$ cat src/hdl/bcc_pkg.sv
// Constants for the BCD calendar clock with alarm
package bcc_pkg;
	// ---------------------------------------------------------------
	// Register offsets (byte addresses)
	// ---------------------------------------------------------------
	localparam logic [5:0] OFS_CONTROL = 6'h00;
	localparam logic [5:0] OFS_MODE = 6'h04;
	localparam logic [5:0] OFS_TIME = 6'h08;
	localparam logic [5:0] OFS_CAL = 6'h0C;
	localparam logic [5:0] OFS_TALARM = 6'h10;
	localparam logic [5:0] OFS_CALARM = 6'h14;
	localparam logic [5:0] OFS_STATUS = 6'h18;
	localparam logic [5:0] OFS_SCLEAR = 6'h1C;
	localparam logic [5:0] OFS_IRQ_EN = 6'h20;
	localparam logic [5:0] OFS_IRQ_DIS = 6'h24;
	localparam logic [5:0] OFS_IRQ_MASK = 6'h28;
	localparam logic [5:0] OFS_VALIDITY = 6'h2C;
	// ---------------------------------------------------------------
	// Field positions
	// ---------------------------------------------------------------
	localparam int CTL_UPD_TIM = 0;
	localparam int CTL_UPD_CAL = 1;
	localparam int CTL_TEV_LO = 8;
	localparam int CTL_CEV_LO = 16;
	localparam int MODE_HR12 = 0;
	localparam int TIM_MIN_LO = 8;
	localparam int TIM_HOUR_LO = 16;
	localparam int TIM_PM = 22;
	localparam int TAL_SEC_EN = 7;
	localparam int TAL_MIN_EN = 15;
	localparam int TAL_HOUR_EN = 23;
	localparam int CAL_YEAR_LO = 8;
	localparam int CAL_MONTH_LO = 16;
	localparam int CAL_DAY_LO = 21;
	localparam int CAL_DATE_LO = 24;
	localparam int CAL_MTH_EN = 23;
	localparam int CAL_DATE_EN = 31;
	// Status, clear and interrupt mask bit positions
	localparam int ST_ACK = 0;
	localparam int ST_ALARM = 1;
	localparam int ST_SEC = 2;
	localparam int ST_TEV = 3;
	localparam int ST_CEV = 4;
	localparam int ST_W = 5;
	// Validity flag positions
	localparam int VE_TIME = 0;
	localparam int VE_CAL = 1;
	localparam int VE_TALARM = 2;
	localparam int VE_CALARM = 3;
	localparam int VE_W = 4;
	// ---------------------------------------------------------------
	// Reset values and timing
	// ---------------------------------------------------------------
	localparam logic [31:0] RST_CAL = 32'h0181_9819;
	localparam logic [31:0] RST_CALARM = 32'h0101_0000;
	localparam int SLOW_CLOCK_HZ = 32768;
endpackage

$ cat src/hdl/bcc_rtc.sv
// BCD time-of-day clock and calendar with alarm, events and entry checks
`timescale 1ns/1ps
`default_nettype none
module bcc_rtc #(
	parameter int TICKS_PER_SEC = bcc_pkg::SLOW_CLOCK_HZ
) (
	input wire logic sys_clk,
	input wire logic srst,
	input wire logic slow_ref_clock,
	input wire logic [5:0] reg_addr,
	input wire logic [31:0] reg_wdata,
	input wire logic reg_wr,
	input wire logic reg_rd,
	output logic [31:0] reg_rdata,
	output logic irq
);
	localparam int CW = $clog2(TICKS_PER_SEC);

	// ---------------------------------------------------------------
	// Parameter check
	// ---------------------------------------------------------------
	if (TICKS_PER_SEC < 2) begin : g_bad_ticks
		$error("TICKS_PER_SEC must be at least 2");
	end

	// ---------------------------------------------------------------
	// State
	// ---------------------------------------------------------------
	typedef struct packed {
		logic [2:0] slk;
		logic [CW-1:0] div;
		logic tick_d;
		logic upd_tim;
		logic upd_cal;
		logic [1:0] tev_sel;
		logic [1:0] cev_sel;
		logic hr12;
		logic [6:0] sec;
		logic [6:0] min;
		logic [5:0] hour;
		logic [6:0] cent;
		logic [7:0] year;
		logic [4:0] month;
		logic [2:0] day;
		logic [5:0] date;
		logic [31:0] talarm;
		logic [31:0] calarm;
		logic [bcc_pkg::ST_W-1:0] status;
		logic [bcc_pkg::ST_W-1:0] mask;
		logic [bcc_pkg::VE_W-1:0] verr;
		logic [31:0] rdata;
	} bcc_state_t;

	bcc_state_t state_reg;
	bcc_state_t state_next;

	// ---------------------------------------------------------------
	// BCD helpers
	// ---------------------------------------------------------------
	function automatic logic [7:0] bcd2bin(input logic [7:0] b);
		return 8'(b[7:4]) * 8'h0A + 8'(b[3:0]);
	endfunction

	function automatic logic [7:0] bin2bcd(input logic [7:0] v);
		return {4'(v / 8'h0A), 4'(v % 8'h0A)};
	endfunction

	function automatic logic bcd_ok(input logic [7:0] b);
		return (b[3:0] <= 4'h9) && (b[7:4] <= 4'h9);
	endfunction

	// Days in month, leap every fourth year
	function automatic logic [7:0] days_in(input logic [7:0] mon, input logic [7:0] yr);
		logic [7:0] d;
		d = 8'h1F;
		unique case (mon)
			8'h04, 8'h06, 8'h09, 8'h0B: d = 8'h1E;
			8'h02: d = (yr[1:0] == 2'h0) ? 8'h1D : 8'h1C;
			default: d = 8'h1F;
		endcase
		return d;
	endfunction

	// Hour entry check by mode and PM indicator
	function automatic logic hour_ok(input logic [5:0] h, input logic pm, input logic hr12);
		logic [7:0] hb;
		hb = bcd2bin({2'h0, h});
		if (!bcd_ok({2'h0, h}))
			return 1'b0;
		else if (hr12)
			return (hb >= 8'h01) && (hb <= 8'h0C);
		else
			return !pm && (hb <= 8'h17);
	endfunction

	// Minutes and seconds entry check
	function automatic logic ms_ok(input logic [6:0] v);
		return bcd_ok({1'h0, v}) && (v <= 7'h59);
	endfunction

	// Convert an entered hour to the 24-hour counter form
	function automatic logic [5:0] to24(input logic [5:0] h, input logic pm, input logic hr12);
		logic [7:0] hb;
		hb = bcd2bin({2'h0, h});
		if (hr12) begin
			if (hb == 8'h0C)
				hb = 8'h00;
			if (pm)
				hb = hb + 8'h0C;
		end
		return 6'(bin2bcd(hb));
	endfunction

	// Time or time-alarm word check
	function automatic logic time_ok(input logic [31:0] w, input logic hr12);
		return ms_ok(w[6:0]) && ms_ok(w[14:8])
			&& hour_ok(w[21:16], w[bcc_pkg::TIM_PM], hr12);
	endfunction

	// ---------------------------------------------------------------
	// Next-state logic
	// ---------------------------------------------------------------
	always_comb begin
		logic edge_seen;
		logic tick;
		logic run_tim;
		logic sec_wrap;
		logic min_wrap;
		logic hour_wrap;
		logic day_roll;
		logic month_end;
		logic year_end;
		logic [bcc_pkg::ST_W-1:0] set_v;
		logic [bcc_pkg::ST_W-1:0] clr_v;
		logic wr_ok;
		logic match;
		logic any_en;
		logic [31:0] w;
		logic [7:0] cb;
		edge_seen = 1'b0;
		tick = 1'b0;
		run_tim = 1'b0;
		sec_wrap = 1'b0;
		min_wrap = 1'b0;
		hour_wrap = 1'b0;
		day_roll = 1'b0;
		month_end = 1'b0;
		year_end = 1'b0;
		set_v = '0;
		clr_v = '0;
		wr_ok = 1'b0;
		match = 1'b0;
		any_en = 1'b0;
		w = reg_wdata;
		cb = 8'h00;
		state_next = state_reg;

		// Slow clock synchroniser and one-second divider
		state_next.slk = {state_reg.slk[1:0], slow_ref_clock};
		edge_seen = state_reg.slk[1] && !state_reg.slk[2];
		tick = edge_seen && (state_reg.div == CW'(TICKS_PER_SEC - 1));
		if (edge_seen)
			state_next.div = tick ? '0 : state_reg.div + CW'(1);
		state_next.tick_d = tick;

		// Second event and update acknowledge
		if (tick) begin
			set_v[bcc_pkg::ST_SEC] = 1'b1;
			if (state_reg.upd_tim || state_reg.upd_cal)
				set_v[bcc_pkg::ST_ACK] = 1'b1;
		end

		// Time counters halt only on a time update request
		run_tim = tick && !state_reg.upd_tim;
		sec_wrap = state_reg.sec == 7'h59;
		min_wrap = sec_wrap && (state_reg.min == 7'h59);
		hour_wrap = min_wrap && (state_reg.hour == 6'h23);
		if (run_tim) begin
			state_next.sec = sec_wrap ? 7'h00 : 7'(bin2bcd(bcd2bin({1'h0, state_reg.sec}) + 8'h01));
			if (sec_wrap)
				state_next.min = min_wrap ? 7'h00 : 7'(bin2bcd(bcd2bin({1'h0, state_reg.min}) + 8'h01));
			if (min_wrap)
				state_next.hour = hour_wrap ? 6'h00 : 6'(bin2bcd(bcd2bin({2'h0, state_reg.hour}) + 8'h01));
			// Time event selection
			unique case (state_reg.tev_sel)
				2'h0: set_v[bcc_pkg::ST_TEV] = sec_wrap;
				2'h1: set_v[bcc_pkg::ST_TEV] = min_wrap;
				2'h2: set_v[bcc_pkg::ST_TEV] = hour_wrap;
				2'h3: set_v[bcc_pkg::ST_TEV] = min_wrap && (state_reg.hour == 6'h11);
			endcase
		end

		// Calendar carry, halted on a calendar update request
		day_roll = run_tim && hour_wrap && !state_reg.upd_cal;
		cb = bcd2bin({2'h0, state_reg.date});
		month_end = cb == days_in(bcd2bin({3'h0, state_reg.month}), bcd2bin(state_reg.year));
		year_end = month_end && (state_reg.month == 5'h12);
		if (day_roll) begin
			state_next.day = (state_reg.day == 3'h7) ? 3'h1 : state_reg.day + 3'h1;
			state_next.date = month_end ? 6'h01 : 6'(bin2bcd(cb + 8'h01));
			if (month_end)
				state_next.month = year_end ? 5'h01 : 5'(bin2bcd(bcd2bin({3'h0, state_reg.month}) + 8'h01));
			if (year_end) begin
				state_next.year = (state_reg.year == 8'h99) ? 8'h00 : bin2bcd(bcd2bin(state_reg.year) + 8'h01);
				if (state_reg.year == 8'h99)
					state_next.cent = 7'(bin2bcd(bcd2bin({1'h0, state_reg.cent}) + 8'h01));
			end
			// Calendar event selection
			unique case (state_reg.cev_sel)
				2'h0: set_v[bcc_pkg::ST_CEV] = state_reg.day == 3'h7;
				2'h1: set_v[bcc_pkg::ST_CEV] = month_end;
				default: set_v[bcc_pkg::ST_CEV] = year_end;
			endcase
		end

		// Alarm compare on the cycle after the counters move
		any_en = state_reg.talarm[bcc_pkg::TAL_SEC_EN] || state_reg.talarm[bcc_pkg::TAL_MIN_EN]
			|| state_reg.talarm[bcc_pkg::TAL_HOUR_EN] || state_reg.calarm[bcc_pkg::CAL_MTH_EN]
			|| state_reg.calarm[bcc_pkg::CAL_DATE_EN];
		match = (!state_reg.talarm[bcc_pkg::TAL_SEC_EN] || state_reg.talarm[6:0] == state_reg.sec)
			&& (!state_reg.talarm[bcc_pkg::TAL_MIN_EN] || state_reg.talarm[14:8] == state_reg.min)
			&& (!state_reg.talarm[bcc_pkg::TAL_HOUR_EN] || state_reg.talarm[21:16] == state_reg.hour)
			&& (!state_reg.calarm[bcc_pkg::CAL_MTH_EN] || state_reg.calarm[20:16] == state_reg.month)
			&& (!state_reg.calarm[bcc_pkg::CAL_DATE_EN] || state_reg.calarm[29:24] == state_reg.date);
		set_v[bcc_pkg::ST_ALARM] = state_reg.tick_d && any_en && match;

		// Register writes
		if (reg_wr) begin
			unique case (reg_addr)
				bcc_pkg::OFS_CONTROL: begin
					state_next.upd_tim = w[bcc_pkg::CTL_UPD_TIM];
					state_next.upd_cal = w[bcc_pkg::CTL_UPD_CAL];
					state_next.tev_sel = w[bcc_pkg::CTL_TEV_LO +: 2];
					state_next.cev_sel = w[bcc_pkg::CTL_CEV_LO +: 2];
				end
				bcc_pkg::OFS_MODE: state_next.hr12 = w[bcc_pkg::MODE_HR12];
				bcc_pkg::OFS_TIME: begin
					// Write lands only while the time counters are stopped
					if (state_reg.upd_tim) begin
						wr_ok = time_ok(w, state_reg.hr12);
						state_next.verr[bcc_pkg::VE_TIME] = !wr_ok;
						if (wr_ok) begin
							state_next.sec = w[6:0];
							state_next.min = w[bcc_pkg::TIM_MIN_LO +: 7];
							state_next.hour = to24(w[bcc_pkg::TIM_HOUR_LO +: 6], w[bcc_pkg::TIM_PM], state_reg.hr12);
						end
					end
				end
				bcc_pkg::OFS_CAL: begin
					if (state_reg.upd_cal) begin
						cb = bcd2bin({3'h0, w[bcc_pkg::CAL_MONTH_LO +: 5]});
						wr_ok = (w[6:0] == 7'h19 || w[6:0] == 7'h20)
							&& bcd_ok(w[bcc_pkg::CAL_YEAR_LO +: 8])
							&& bcd_ok({3'h0, w[bcc_pkg::CAL_MONTH_LO +: 5]})
							&& cb >= 8'h01 && cb <= 8'h0C
							&& w[bcc_pkg::CAL_DAY_LO +: 3] != 3'h0
							&& bcd_ok({2'h0, w[bcc_pkg::CAL_DATE_LO +: 6]})
							&& w[bcc_pkg::CAL_DATE_LO +: 6] != 6'h00
							&& bcd2bin({2'h0, w[bcc_pkg::CAL_DATE_LO +: 6]})
							<= days_in(cb, bcd2bin(w[bcc_pkg::CAL_YEAR_LO +: 8]));
						state_next.verr[bcc_pkg::VE_CAL] = !wr_ok;
						if (wr_ok) begin
							state_next.cent = w[6:0];
							state_next.year = w[bcc_pkg::CAL_YEAR_LO +: 8];
							state_next.month = w[bcc_pkg::CAL_MONTH_LO +: 5];
							state_next.day = w[bcc_pkg::CAL_DAY_LO +: 3];
							state_next.date = w[bcc_pkg::CAL_DATE_LO +: 6];
						end
					end
				end
				bcc_pkg::OFS_TALARM: begin
					wr_ok = time_ok(w, state_reg.hr12);
					state_next.verr[bcc_pkg::VE_TALARM] = !wr_ok;
					if (wr_ok)
						state_next.talarm = {8'h00, w[bcc_pkg::TAL_HOUR_EN], 1'b0,
							to24(w[21:16], w[bcc_pkg::TIM_PM], state_reg.hr12), w[15:0]};
				end
				bcc_pkg::OFS_CALARM: begin
					cb = bcd2bin({3'h0, w[20:16]});
					wr_ok = bcd_ok({3'h0, w[20:16]}) && cb >= 8'h01 && cb <= 8'h0C
						&& bcd_ok({2'h0, w[29:24]}) && w[29:24] != 6'h00 && w[29:24] <= 6'h31;
					state_next.verr[bcc_pkg::VE_CALARM] = !wr_ok;
					if (wr_ok)
						state_next.calarm = w & 32'hBF9F_0000;
				end
				bcc_pkg::OFS_SCLEAR: clr_v = w[bcc_pkg::ST_W-1:0];
				bcc_pkg::OFS_IRQ_EN: state_next.mask = state_reg.mask | w[bcc_pkg::ST_W-1:0];
				bcc_pkg::OFS_IRQ_DIS: state_next.mask = state_reg.mask & ~w[bcc_pkg::ST_W-1:0];
				default: ;
			endcase
		end

		// Sticky status: a set in the clearing cycle wins
		state_next.status = (state_reg.status & ~clr_v) | set_v;

		// Read data, valid only in the cycle after the strobe
		state_next.rdata = 32'h0000_0000;
		if (reg_rd) begin
			unique case (reg_addr)
				bcc_pkg::OFS_CONTROL: state_next.rdata = {14'h0000, state_reg.cev_sel,
					6'h00, state_reg.tev_sel, 6'h00, state_reg.upd_cal, state_reg.upd_tim};
				bcc_pkg::OFS_MODE: state_next.rdata = {31'h0, state_reg.hr12};
				bcc_pkg::OFS_TIME: state_next.rdata = {9'h000,
					state_reg.hr12 && (state_reg.hour >= 6'h12), state_reg.hour,
					1'b0, state_reg.min, 1'b0, state_reg.sec};
				bcc_pkg::OFS_CAL: state_next.rdata = {2'h0, state_reg.date, state_reg.day,
					state_reg.month, state_reg.year, 1'b0, state_reg.cent};
				bcc_pkg::OFS_TALARM: state_next.rdata = state_reg.talarm;
				bcc_pkg::OFS_CALARM: state_next.rdata = state_reg.calarm;
				bcc_pkg::OFS_STATUS: state_next.rdata = 32'(state_reg.status);
				bcc_pkg::OFS_IRQ_MASK: state_next.rdata = 32'(state_reg.mask);
				bcc_pkg::OFS_VALIDITY: state_next.rdata = 32'(state_reg.verr);
				default: state_next.rdata = 32'h0000_0000;
			endcase
		end
	end

	// ---------------------------------------------------------------
	// State register
	// ---------------------------------------------------------------
	always_ff @(posedge sys_clk) begin
		if (srst) begin
			state_reg <= '0;
			state_reg.cent <= bcc_pkg::RST_CAL[6:0];
			state_reg.year <= bcc_pkg::RST_CAL[15:8];
			state_reg.month <= bcc_pkg::RST_CAL[20:16];
			state_reg.day <= bcc_pkg::RST_CAL[23:21];
			state_reg.date <= bcc_pkg::RST_CAL[29:24];
			state_reg.calarm <= bcc_pkg::RST_CALARM;
		end else begin
			state_reg <= state_next;
		end
	end

	// Outputs
	assign reg_rdata = state_reg.rdata;
	assign irq = |(state_reg.status & state_reg.mask);
endmodule
`default_nettype wire

$ cat config.mk
export PLATFORM = sky130hd
export DESIGN_NAME = bcc_rtc
export DESIGN_NICKNAME = d
export VERILOG_FILES = /design/src/hdl/bcc_pkg.sv /design/src/hdl/bcc_rtc.sv
export SDC_FILE = /design/constraint.sdc
export NUM_CORES = 1
export LEC_CHECK = 0
export BUFFER_PORTS_ARGS = -buffer_cell sky130_fd_sc_hd__buf_2
export CORE_MARGIN = 5
export CORE_UTILIZATION = 45
export DETAILED_ROUTE_END_ITERATION = 8
export HOLD_SLACK_MARGIN = 0.02
export MAX_ROUTING_LAYER = met4
export RECOVER_POWER = 100
export SYNTH_ARGS = -nofsm -noshare
export SYNTH_HDL_FRONTEND = slang
export SYNTH_SLANG_ARGS = --single-unit
$ cat constraint.sdc
create_clock -name sys_clk -period 7.2 [get_ports sys_clk]
set_input_delay 0.72 -clock sys_clk [delete_from_list [all_inputs] [get_ports sys_clk]]
set_output_delay 0.72 -clock sys_clk [all_outputs]
set_load 0.05 [all_outputs]
**Word-level counts from Yosys, hierarchy flattened**

Cells that the tools add are included.

- Reduce and logical (&&, ||, !) cells: 86
- Equality and inequality tests: 42
- Bitwise operators: 8
- Multiply operators: 11
- Divide/modulo/power cells: 18
- Add/subtract/negate cells: 22
- Multiplexer cells: 71
- $lt $le $gt $ge: 19

Operators by type and width:

| cell | count |
|---|---|
| $pmux W32 S9 | 1 |
| $mux W8 | 23 |
| $mux W29 | 4 |
| $mux W113 | 1 |
| $mux W32 | 3 |
| $mux W20 | 4 |
| $div A8 B4 Y8 const B | 9 |
| $mod A8 B4 Y8 const B | 9 |
| $logic_and A1 B1 Y1 | 41 |
| $eq A6 B4 Y1 const B | 6 |
| $mux W7 | 5 |
| $add A8 B1 Y8 const B | 4 |
| $eq A6 B3 Y1 const B | 5 |
| $eq A6 B5 Y1 const B | 5 |
| $eq A6 B6 Y1 const B | 5 |
| $mux W15 | 2 |
| $add A6 B4 Y7 | 4 |
| $add A7 B4 Y8 | 3 |
| $mux W24 | 1 |
| $le A4 B4 Y1 const B | 5 |
| $mul A2 B3 Y5 const B | 4 |
| $mux W5 | 4 |
| $mul A3 B3 Y6 const B | 3 |
| $mux W6 | 3 |
| 59 further kinds | 123 |

- Output and inout port bits: 33
- Input bits: 43
- Flip-flop bits (word level): 157

**Depth between registers and ports, before layout**

Gate-level depths: netlist of run 1.

- Depth in word-level cells: 26
- Mapped depth: 22
- Depth with buffers taken out: 22

**Worst setup path before layout of run 1**

Ideal clock, no wire load.

- Path type: register to register
- Start point: reg state_reg[129] (netlist bit)
- End point: reg state_reg[125] (netlist bit)
- Cell stages (with the launch flop): 20
- Required time: 7.140 ns
- Arrival time: 5.170 ns
- Path buffers: 1
- Clock period less this slack: 5.230 ns
- Path slack: 1.970 ns
- Cell sequence: dfxtp_1 > ha_1 > and2_1 > fa_1 > xnor2_1 > o41a_1 > and2_1 > buf_6 > clkinv_2 > ha_1 > or4_1 > a211oi_2 > a2111oi_4 > or3_1 > or3_1 > nand4_1 > nand4_2 > or4_1 > a21oi_1 > o221a_1

- Cells in the longest elaborated chain, start to end: 11

Ends and longest elaborated chain:

| element | RTL line | text |
|---|---|---|
| start, declared | bcc_rtc.sv:54 | `bcc_state_t state_reg;` |
| start signal, assigned | bcc_rtc.sv:331 | `state_reg <= state_next;` |
| $mul A4 B3 Y7 | bcc_rtc.sv:61 | `return 8'(b[7:4]) * 8'h0A + 8'(b[3:0]);` |
| $add A8 B4 Y8 | bcc_rtc.sv:61 |  |
| $add A8 B1 Y8 | bcc_rtc.sv:204 | `state_next.year = (state_reg.year == 8'h99) ? 8'h00 : bin2bcd(bcd2bin(state_reg.year) + 8'h01);` |
| $mod A8 B4 Y8 | bcc_rtc.sv:65 | `return {4'(v / 8'h0A), 4'(v % 8'h0A)};` |
| $mux W8 * | bcc_rtc.sv:204 |  |
| $mux W15 * | bcc_rtc.sv:203 | `if (year_end) begin` |
| $mux W29 * | bcc_rtc.sv:198 | `if (day_roll) begin` |
| $mux W29 | bcc_rtc.sv:262 | `if (wr_ok) begin` |
| $mux W29 | bcc_rtc.sv:250 | `if (state_reg.upd_cal) begin` |
| $mux W29 | bcc_rtc.sv:229 | `unique case (reg_addr)` |
| $mux W113 * | bcc_rtc.sv:228 | `if (reg_wr) begin` |

Every way passes the cells marked *; elsewhere a longest branch is shown, timed or not.
A chain may end at the register's enable or synchronous reset.

**Worst setup path in the final report of run 1**

- Start point: reg state_reg[131] (netlist bit)
- End point: reg state_reg[128] (netlist bit)

- Cells in the longest elaborated chain, start to end: 11

Ends and longest elaborated chain:

| element | RTL line |
|---|---|
| $mul A4 B3 Y7 | bcc_rtc.sv:61 |
| $add A8 B4 Y8 | bcc_rtc.sv:61 |
| $add A8 B1 Y8 | bcc_rtc.sv:204 |
| $div A8 B4 Y8 | bcc_rtc.sv:65 |
| $mux W8 * | bcc_rtc.sv:204 |
| $mux W15 * | bcc_rtc.sv:203 |
| $mux W29 * | bcc_rtc.sv:198 |
| $mux W29 | bcc_rtc.sv:262 |
| $mux W29 | bcc_rtc.sv:250 |
| $mux W29 | bcc_rtc.sv:229 |
| $mux W113 * | bcc_rtc.sv:228 |

Marks and branches as above.

==> metrics, run 1 <==
initial antenna violation count=3; worst hold-check path type=flop to flop; commonest non-fill, non-tap cell in the layout=nand2_1; WP data arrival=6.60 ns; fin crit share=0.878; DRT iter0 DRCs=969; Starting Density=0.456; most frequent cells in the layout=186 x nand2_1, 156 x dfxtp_1, 154 x nor2_1; Post-synth ARST share=0; MaxCap Viol Count=2; postcts setup bufs=0; xor/xnor cell area share of the yosys netlist=0.0866; Net Sw Power=0.534 mW; # setup viols final=0; Via density=6.00; dpl ws=1.29 ns; TritonRoute pass-1 iters=6; post-synth cell types=99; Final Hold Vio Count=0; largest family of logic cells by synthesized area=compound AO/OA/AOI/OAI gates; max reg flops=118; cts hold-fix bufs=0; DRC viols=0; Synth Area in Compound Gates=0.275; vias=12200; Worst Max-Slew Pin Slew=4.27 ns; io pins=76; nets=1763; largest net degree at the start of global routing=87; Gate Count Post-Synth=1657; min cycle time layout=6.32 ns; RSZ-0062 raised after global routing=false; startpoint types=flop; #FFs+latches synth=156; P_int=1.41 mW; clk buf depth=2; accumulated negative setup slack=0 ns; die area=0.0317 mm²; post-synthesis mux area share=0.0203; Slew headroom=-1.84; sequential share of the synthesized area=0.246; Leakage=5.17 nW; CP Launch Point=state_reg[131]; clock skew=0.0140 ns; Final ANT Viol Nets=0; CP Class=flop to flop; row cnt=61; sequential power share=0.445; Sw Share=0.275; top cells by area, synth=dfxtp_1 25%, ha_1 7.4%, a21oi_1 5.7%; Syn Area/Cell=7.66 µm²; Skew-Pair Late Insertion Delay=0.44 ns; adder-cell share of the synthesized area=0.0897; fmax=0.158 GHz; Num CTS Buffers=17; Synth Area in Simple Gates=0.222; Root Buffer=clkbuf_16; RR Startpoint=state_reg[131]; aggregate global routing overflow=0; max incr delay on CP=0.88 ns; layout cells sized above 1=0.0722; Cell Area, Synth=0.0127 mm²; IR drop worst, VDD=0.143 mV; clock network power share=0.465; Slew Viols, Final=118; share of the synthesized area in the top cell type=0.246; Pwr per Cell Area=144 mW/mm²; startpoint of the worst hold path=state_next[183]; HPWL after DPL=27300 µm; post_cts resized=0; Core ar.=0.0279 mm²; EDFF count, synth=0; CTS tree=done; CP max stage cell=a2111oi_1; Pwr Total=1.94 mW; vias in the first global route=11200; CTS sink count=156; part of the power in combinational logic=0.090; die height=178 µm; YS warnings=0; Post-Syn Nets=1784; PnR worst setup slack=0.879 ns; total routed wirelength=36800 µm; Worst setup EP type=flop; H-tree Lvls=4; cell accounting for the most synthesized area=dfxtp_1; Crit Path Max Fanout=8; Clock Pin Slew Worst Setup and Hold Paths=0.07 ns; routability cong.=0.889; total track usage=0.235; Die W=178 µm; violations in the final reports=capacitance limit, slew limit; wire per inst=18.1 µm; I/O Buffers=73; first-pass GRT wire length=59500 µm; worst path cell trace=ha_1, and2_0, fa_1, xnor2_1, o41a_1, and2_0, clkinvlp_2, ha_1, or4_1, a211oi_1, a2111oi_1, or3_1, o22ai_1, a221o_1, o311a_1, or3_1, a221oi_1, o21ai_1; Synth-to-Final Area Change=6.47%; CP required=7.48 ns; top_reg_cell synth=dfxtp_1; run status=complete, but fails checks
## synthesized netlist by cell type (all sizes together), types with 5 or more instances
master,instances
a211oi,40
a22oi,41
a222oi,6
nand2b,16
ha,75
and3,23
a31o,6
and2,14
nor2b,21
dfxtp,156
xor2,47
or2,14
nand4,19
inv,44
o31ai,7
o211ai,11
a31oi,18
fa,9
o21ai,79
o22a,5
a22o,8
o221ai,8
nand2,186
nor3,47
buf,40
mux2i,19
a2111oi,7
nor2,156
o22ai,12
a21oi,144
a21o,26
or4,6
nand3,50
xnor2,73
o21a,11
a221oi,25
or3,9
a311oi,10
clkbuf,80
nor4,11
## critical path: cells and delay by family (launching register included)
family	cells	cell delay, ns
AO/OA/AOI/OAI	8	2.32
flip-flops	1	0.51
adder cells (fa/ha/maj)	3	1.22
buffers and inverters	1	0.27
XOR/XNOR	1	0.49
AND/OR/NAND/NOR	5	1.35
## final timing paths
| check | to | slack, ns | depth (start not counted) |
|---|---|---|---|
| min reg2reg | state_next[184] | 0.45 | 1 |
| min | state_next[184] | 0.45 | 1 |
| max | state_reg[128] | 0.88 | 18 |
| max reg2reg | state_reg[128] | 0.88 | 18 |
## power by group through the flow
stage / Clock [mW] / Sequential [mW] / Combinational [mW]
2_1_floorplan: 0 / 0.885 / 0.113
3_3_place_gp: 0 / 0.885 / 0.170
3_5_place_dp: 0 / 0.885 / 0.172
4_1_cts: 0.919 / 0.865 / 0.173
5_1_grt: 0.956 / 0.865 / 0.189
6_report: 0.904 / 0.865 / 0.174
## routing by layer
metal | part of all wire | vias to the layer above | wire (µm) | track usage
met1 | 0.46 | 5805 | 17100 | 0.318
met4 | 0.022 | 0 | 801 | 0.0712
met5 | 0 | - | 0 | -
li1 | - | 6000 | - | -
met3 | 0.044 | 50 | 1620 | 0.0232
met2 | 0.47 | 335 | 17300 | 0.374
## stage by stage
stage          cell area (µm²)  cells  hold WS (ns)   util
2_1_floorplan            12700   1657         0.414      -
3_3_place_gp             13000   1995         0.432  0.467
3_5_place_dp             13000   1995         0.439  0.467
4_1_cts                  13600   2027         0.455  0.488
5_1_grt                  13500   2030         0.459  0.485
6_report                 13500   2030         0.449  0.485
## layout make-up
type / count / area [µm²]
Fill cell: 2822 / 14300
Multi-Input combinational cell: 1335 / 8790
Sequential cell: 156 / 3120
Tap cell: 378 / 473
Clock buffer: 17 / 425
Timing Repair Buffer: 81 / 370
Inverter: 45 / 170
Clock inverter: 15 / 154
Antenna cell: 3 / 7.51
## logic make-up (layout without fill, tap and decap cells)
group           Yosys count  count (layout)
compound gates          511             511
fa+ha+maj                86              86
other cells               1               4
simple gates            592             592
xor+xnor                121             121
buf+inv                 166             158
mux                      24              24
flops                   156             156
(Power assumes the default switching activity.)
==> inputs of run 2 (changes only) <==
--- a/config.mk
+++ b/config.mk
@@ -9,6 +9,7 @@
 export CORE_MARGIN = 5
 export CORE_UTILIZATION = 45
 export DETAILED_ROUTE_END_ITERATION = 8
+export GPL_TIMING_DRIVEN = 0
 export HOLD_SLACK_MARGIN = 0.02
 export MAX_ROUTING_LAYER = met4
 export RECOVER_POWER = 100
==> metrics, run 2 (synthesized netlist as in run 1, its figures left out) <==
dpl cell area=0.0135 mm² (was 0.0130 mm²); H-tree Lvls=4 (unchanged); nets=1870 (was 1763); accumulated negative setup slack=0 ns (unchanged); cts hold-fix bufs=0 (unchanged); Starting Density=0.456 (unchanged); CP required=7.49 ns (was 7.48 ns); fin crit share=0.872 (was 0.878); total routed wirelength=40200 µm (was 36800 µm); Die W=178 µm (unchanged); CTS sink count=156 (unchanged); part of the power in combinational logic=0.092 (was 0.090); layout cells sized above 1=0.0826 (was 0.0722); fmax=0.159 GHz (was 0.158 GHz); Leakage=5.44 nW (was 5.17 nW); commonest non-fill, non-tap cell in the layout=nand2_1 (unchanged); CP Launch Point=state_reg[129] (was state_reg[131]); Clock Pin Slew Worst Setup and Hold Paths=0.07 ns (about the same); die area=0.0317 mm² (unchanged); Design Area, Final=0.0141 mm² (was 0.0135 mm²); Net Sw Power=0.560 mW (was 0.534 mW); P_int=1.45 mW (was 1.41 mW); Util after Layout=0.505 (was 0.485); Final Hold Vio Count=0 (unchanged); most frequent cells in the layout=186 x nand2_1, 156 x dfxtp_1, 153 x nor2_1 (was 186 x nand2_1, 156 x dfxtp_1, 154 x nor2_1); routability cong.=0.955 (was 0.889); largest net degree at the start of global routing=18 (was 87); TritonRoute pass-1 iters=7 (was 6); Skew-Pair Late Insertion Delay=0.45 ns (was 0.44 ns); clock skew=0.0211 ns (was 0.0140 ns); Num CTS Buffers=17 (unchanged); row cnt=61 (unchanged); HPWL after DPL=31000 µm (was 27300 µm); vias in the first global route=11700 (was 11200); DRC viols=0 (unchanged); RR Startpoint=state_reg[129] (was state_reg[131]); clock network power share=0.479 (was 0.465); wire per inst=18.8 µm (was 18.1 µm); aggregate global routing overflow=0 (unchanged); Crit Path Max Fanout=7 (was 8); R2R setup slack=0.92 ns (was 0.88 ns); Final ANT Viol Nets=0 (unchanged); WP data arrival=6.56 ns (was 6.60 ns); Slew headroom=0.147 (was -1.84); vias=12600 (was 12200); CP endpoint=state_reg[128] (unchanged); startpoint types=flop (unchanged); clk buf depth=2 (unchanged); hold path cells=1 (unchanged); MaxCap Viol Count=0 (was 2); Core ar.=0.0279 mm² (unchanged); run status=complete, no violations (was complete, but fails checks); Reg2Reg Depth=19 (was 18); RSZ-0062 raised after global routing=false (unchanged); Pwr per Cell Area=143 mW/mm² (was 144 mW/mm²); Worst R2R End=state_reg[128] (unchanged); initial antenna violation count=1 (was 3); die height=178 µm (unchanged); I/O Buffers=67 (was 73); io pins=76 (unchanged); Via density=5.92 (was 6.00); # setup viols final=0 (unchanged); Root Buffer=clkbuf_16 (unchanged); IR drop worst, VDD=0.119 mV (was 0.143 mV); Sw Share=0.278 (was 0.275); sequential power share=0.429 (was 0.445); CTS tree=done (unchanged); Synth-to-Final Area Change=10.8% (was 6.47%); postcts setup bufs=0 (unchanged); Worst setup EP type=flop (unchanged); worst hold-check path type=flop to flop (unchanged); Slew Viols, Final=0 (was 118); fillcell total=2838 (was 2822); Worst Max-Slew Pin Slew=1.27 ns (was 4.27 ns); post_cts resized=0 (unchanged); max reg flops=118 (unchanged); CP Class=flop to flop (unchanged); first-pass GRT wire length=63600 µm (was 59500 µm); DRT iter0 DRCs=1104 (was 969); min cycle time layout=6.28 ns (was 6.32 ns); total track usage=0.258 (was 0.235)
[run 2: cell count changes in the layout (fill, tap and decap cells not counted), moves of 2 or more]
cell      previous run  this run
diode_2              3         1
clkinv_2             3         1
buf_4                5        33
buf_1                0         2
clkbuf_1            38       114
[run 2: critical path: stages (launching register included)]
cell	delay, ns
dfxtp_1	0.52
ha_1	0.36
and2_0	0.18
fa_1	0.45
xnor2_1	0.51
o41a_1	0.26
and2_1	0.13
clkbuf_1	0.32
clkinv_2	0.13
ha_1	0.37
or4_1	0.53
a211oi_1	0.39
a2111oi_4	0.13
or3_1	0.37
or3_1	0.36
nand4_1	0.10
nand4_1	0.19
or3_1	0.41
a221oi_1	0.30
o21ai_1	0.11
[run 2: cell type report]
type / count / area [µm²] / share of cell area
antenna: 1 / 2.50 / 0.000178
buffer: 121 / 589 / 0.0419
clock buffer: 17 / 425 / 0.0302
clock inverter: 15 / 196 / 0.0140
inverter: 45 / 170 / 0.0121
multi-input combinational: 1335 / 8790 / 0.625
sequential: 156 / 3120 / 0.222
tap: 378 / 473 / 0.0336
timing repair buffer: 67 / 294 / 0.0209
[run 2: how the worst min path moves through the flow]
stage                                from              end  slack, ns
after floorplan           state_next[183]  state_next[184]       0.41
after global placement    state_next[183]  state_next[184]       0.43
after detailed placement  state_next[183]  state_next[184]       0.43
after CTS                 state_next[183]  state_next[184]       0.46
after global routing       slow_ref_clock  state_next[183]       0.48
final                     state_next[183]  state_next[184]       0.46
[run 2: per-layer routing]
metal / GRT usage / vias up / wire [µm]
met3: 0.0303 / 61 / 2590
met2: 0.409 / 427 / 18700
met4: 0.0793 / 0 / 1040
met5: - / - / 0
li1: - / 6217 / -
met1: 0.345 / 5943 / 17800
[run 2: metrics by stage]
stage               instances  total power, mW  setup WS, ns  hold WS [ns]
floorplan                1657            0.998          1.97         0.414
global placement         2102             1.07          1.35         0.426
detailed placement       2102             1.07          1.37         0.434
CTS                      2134             2.02          1.33         0.462
global route             2135             2.07         0.573         0.477
finish                   2135             2.01         0.924         0.462
[run 2: power groups by stage]
stage	Combinational, mW	Clock [mW]	Sequential (mW)
after global routing	0.202	1.00	0.865
after global placement	0.180	0	0.885
after floorplan	0.113	0	0.885
after CTS	0.183	0.968	0.865
final	0.186	0.964	0.865
after detailed placement	0.182	0	0.885
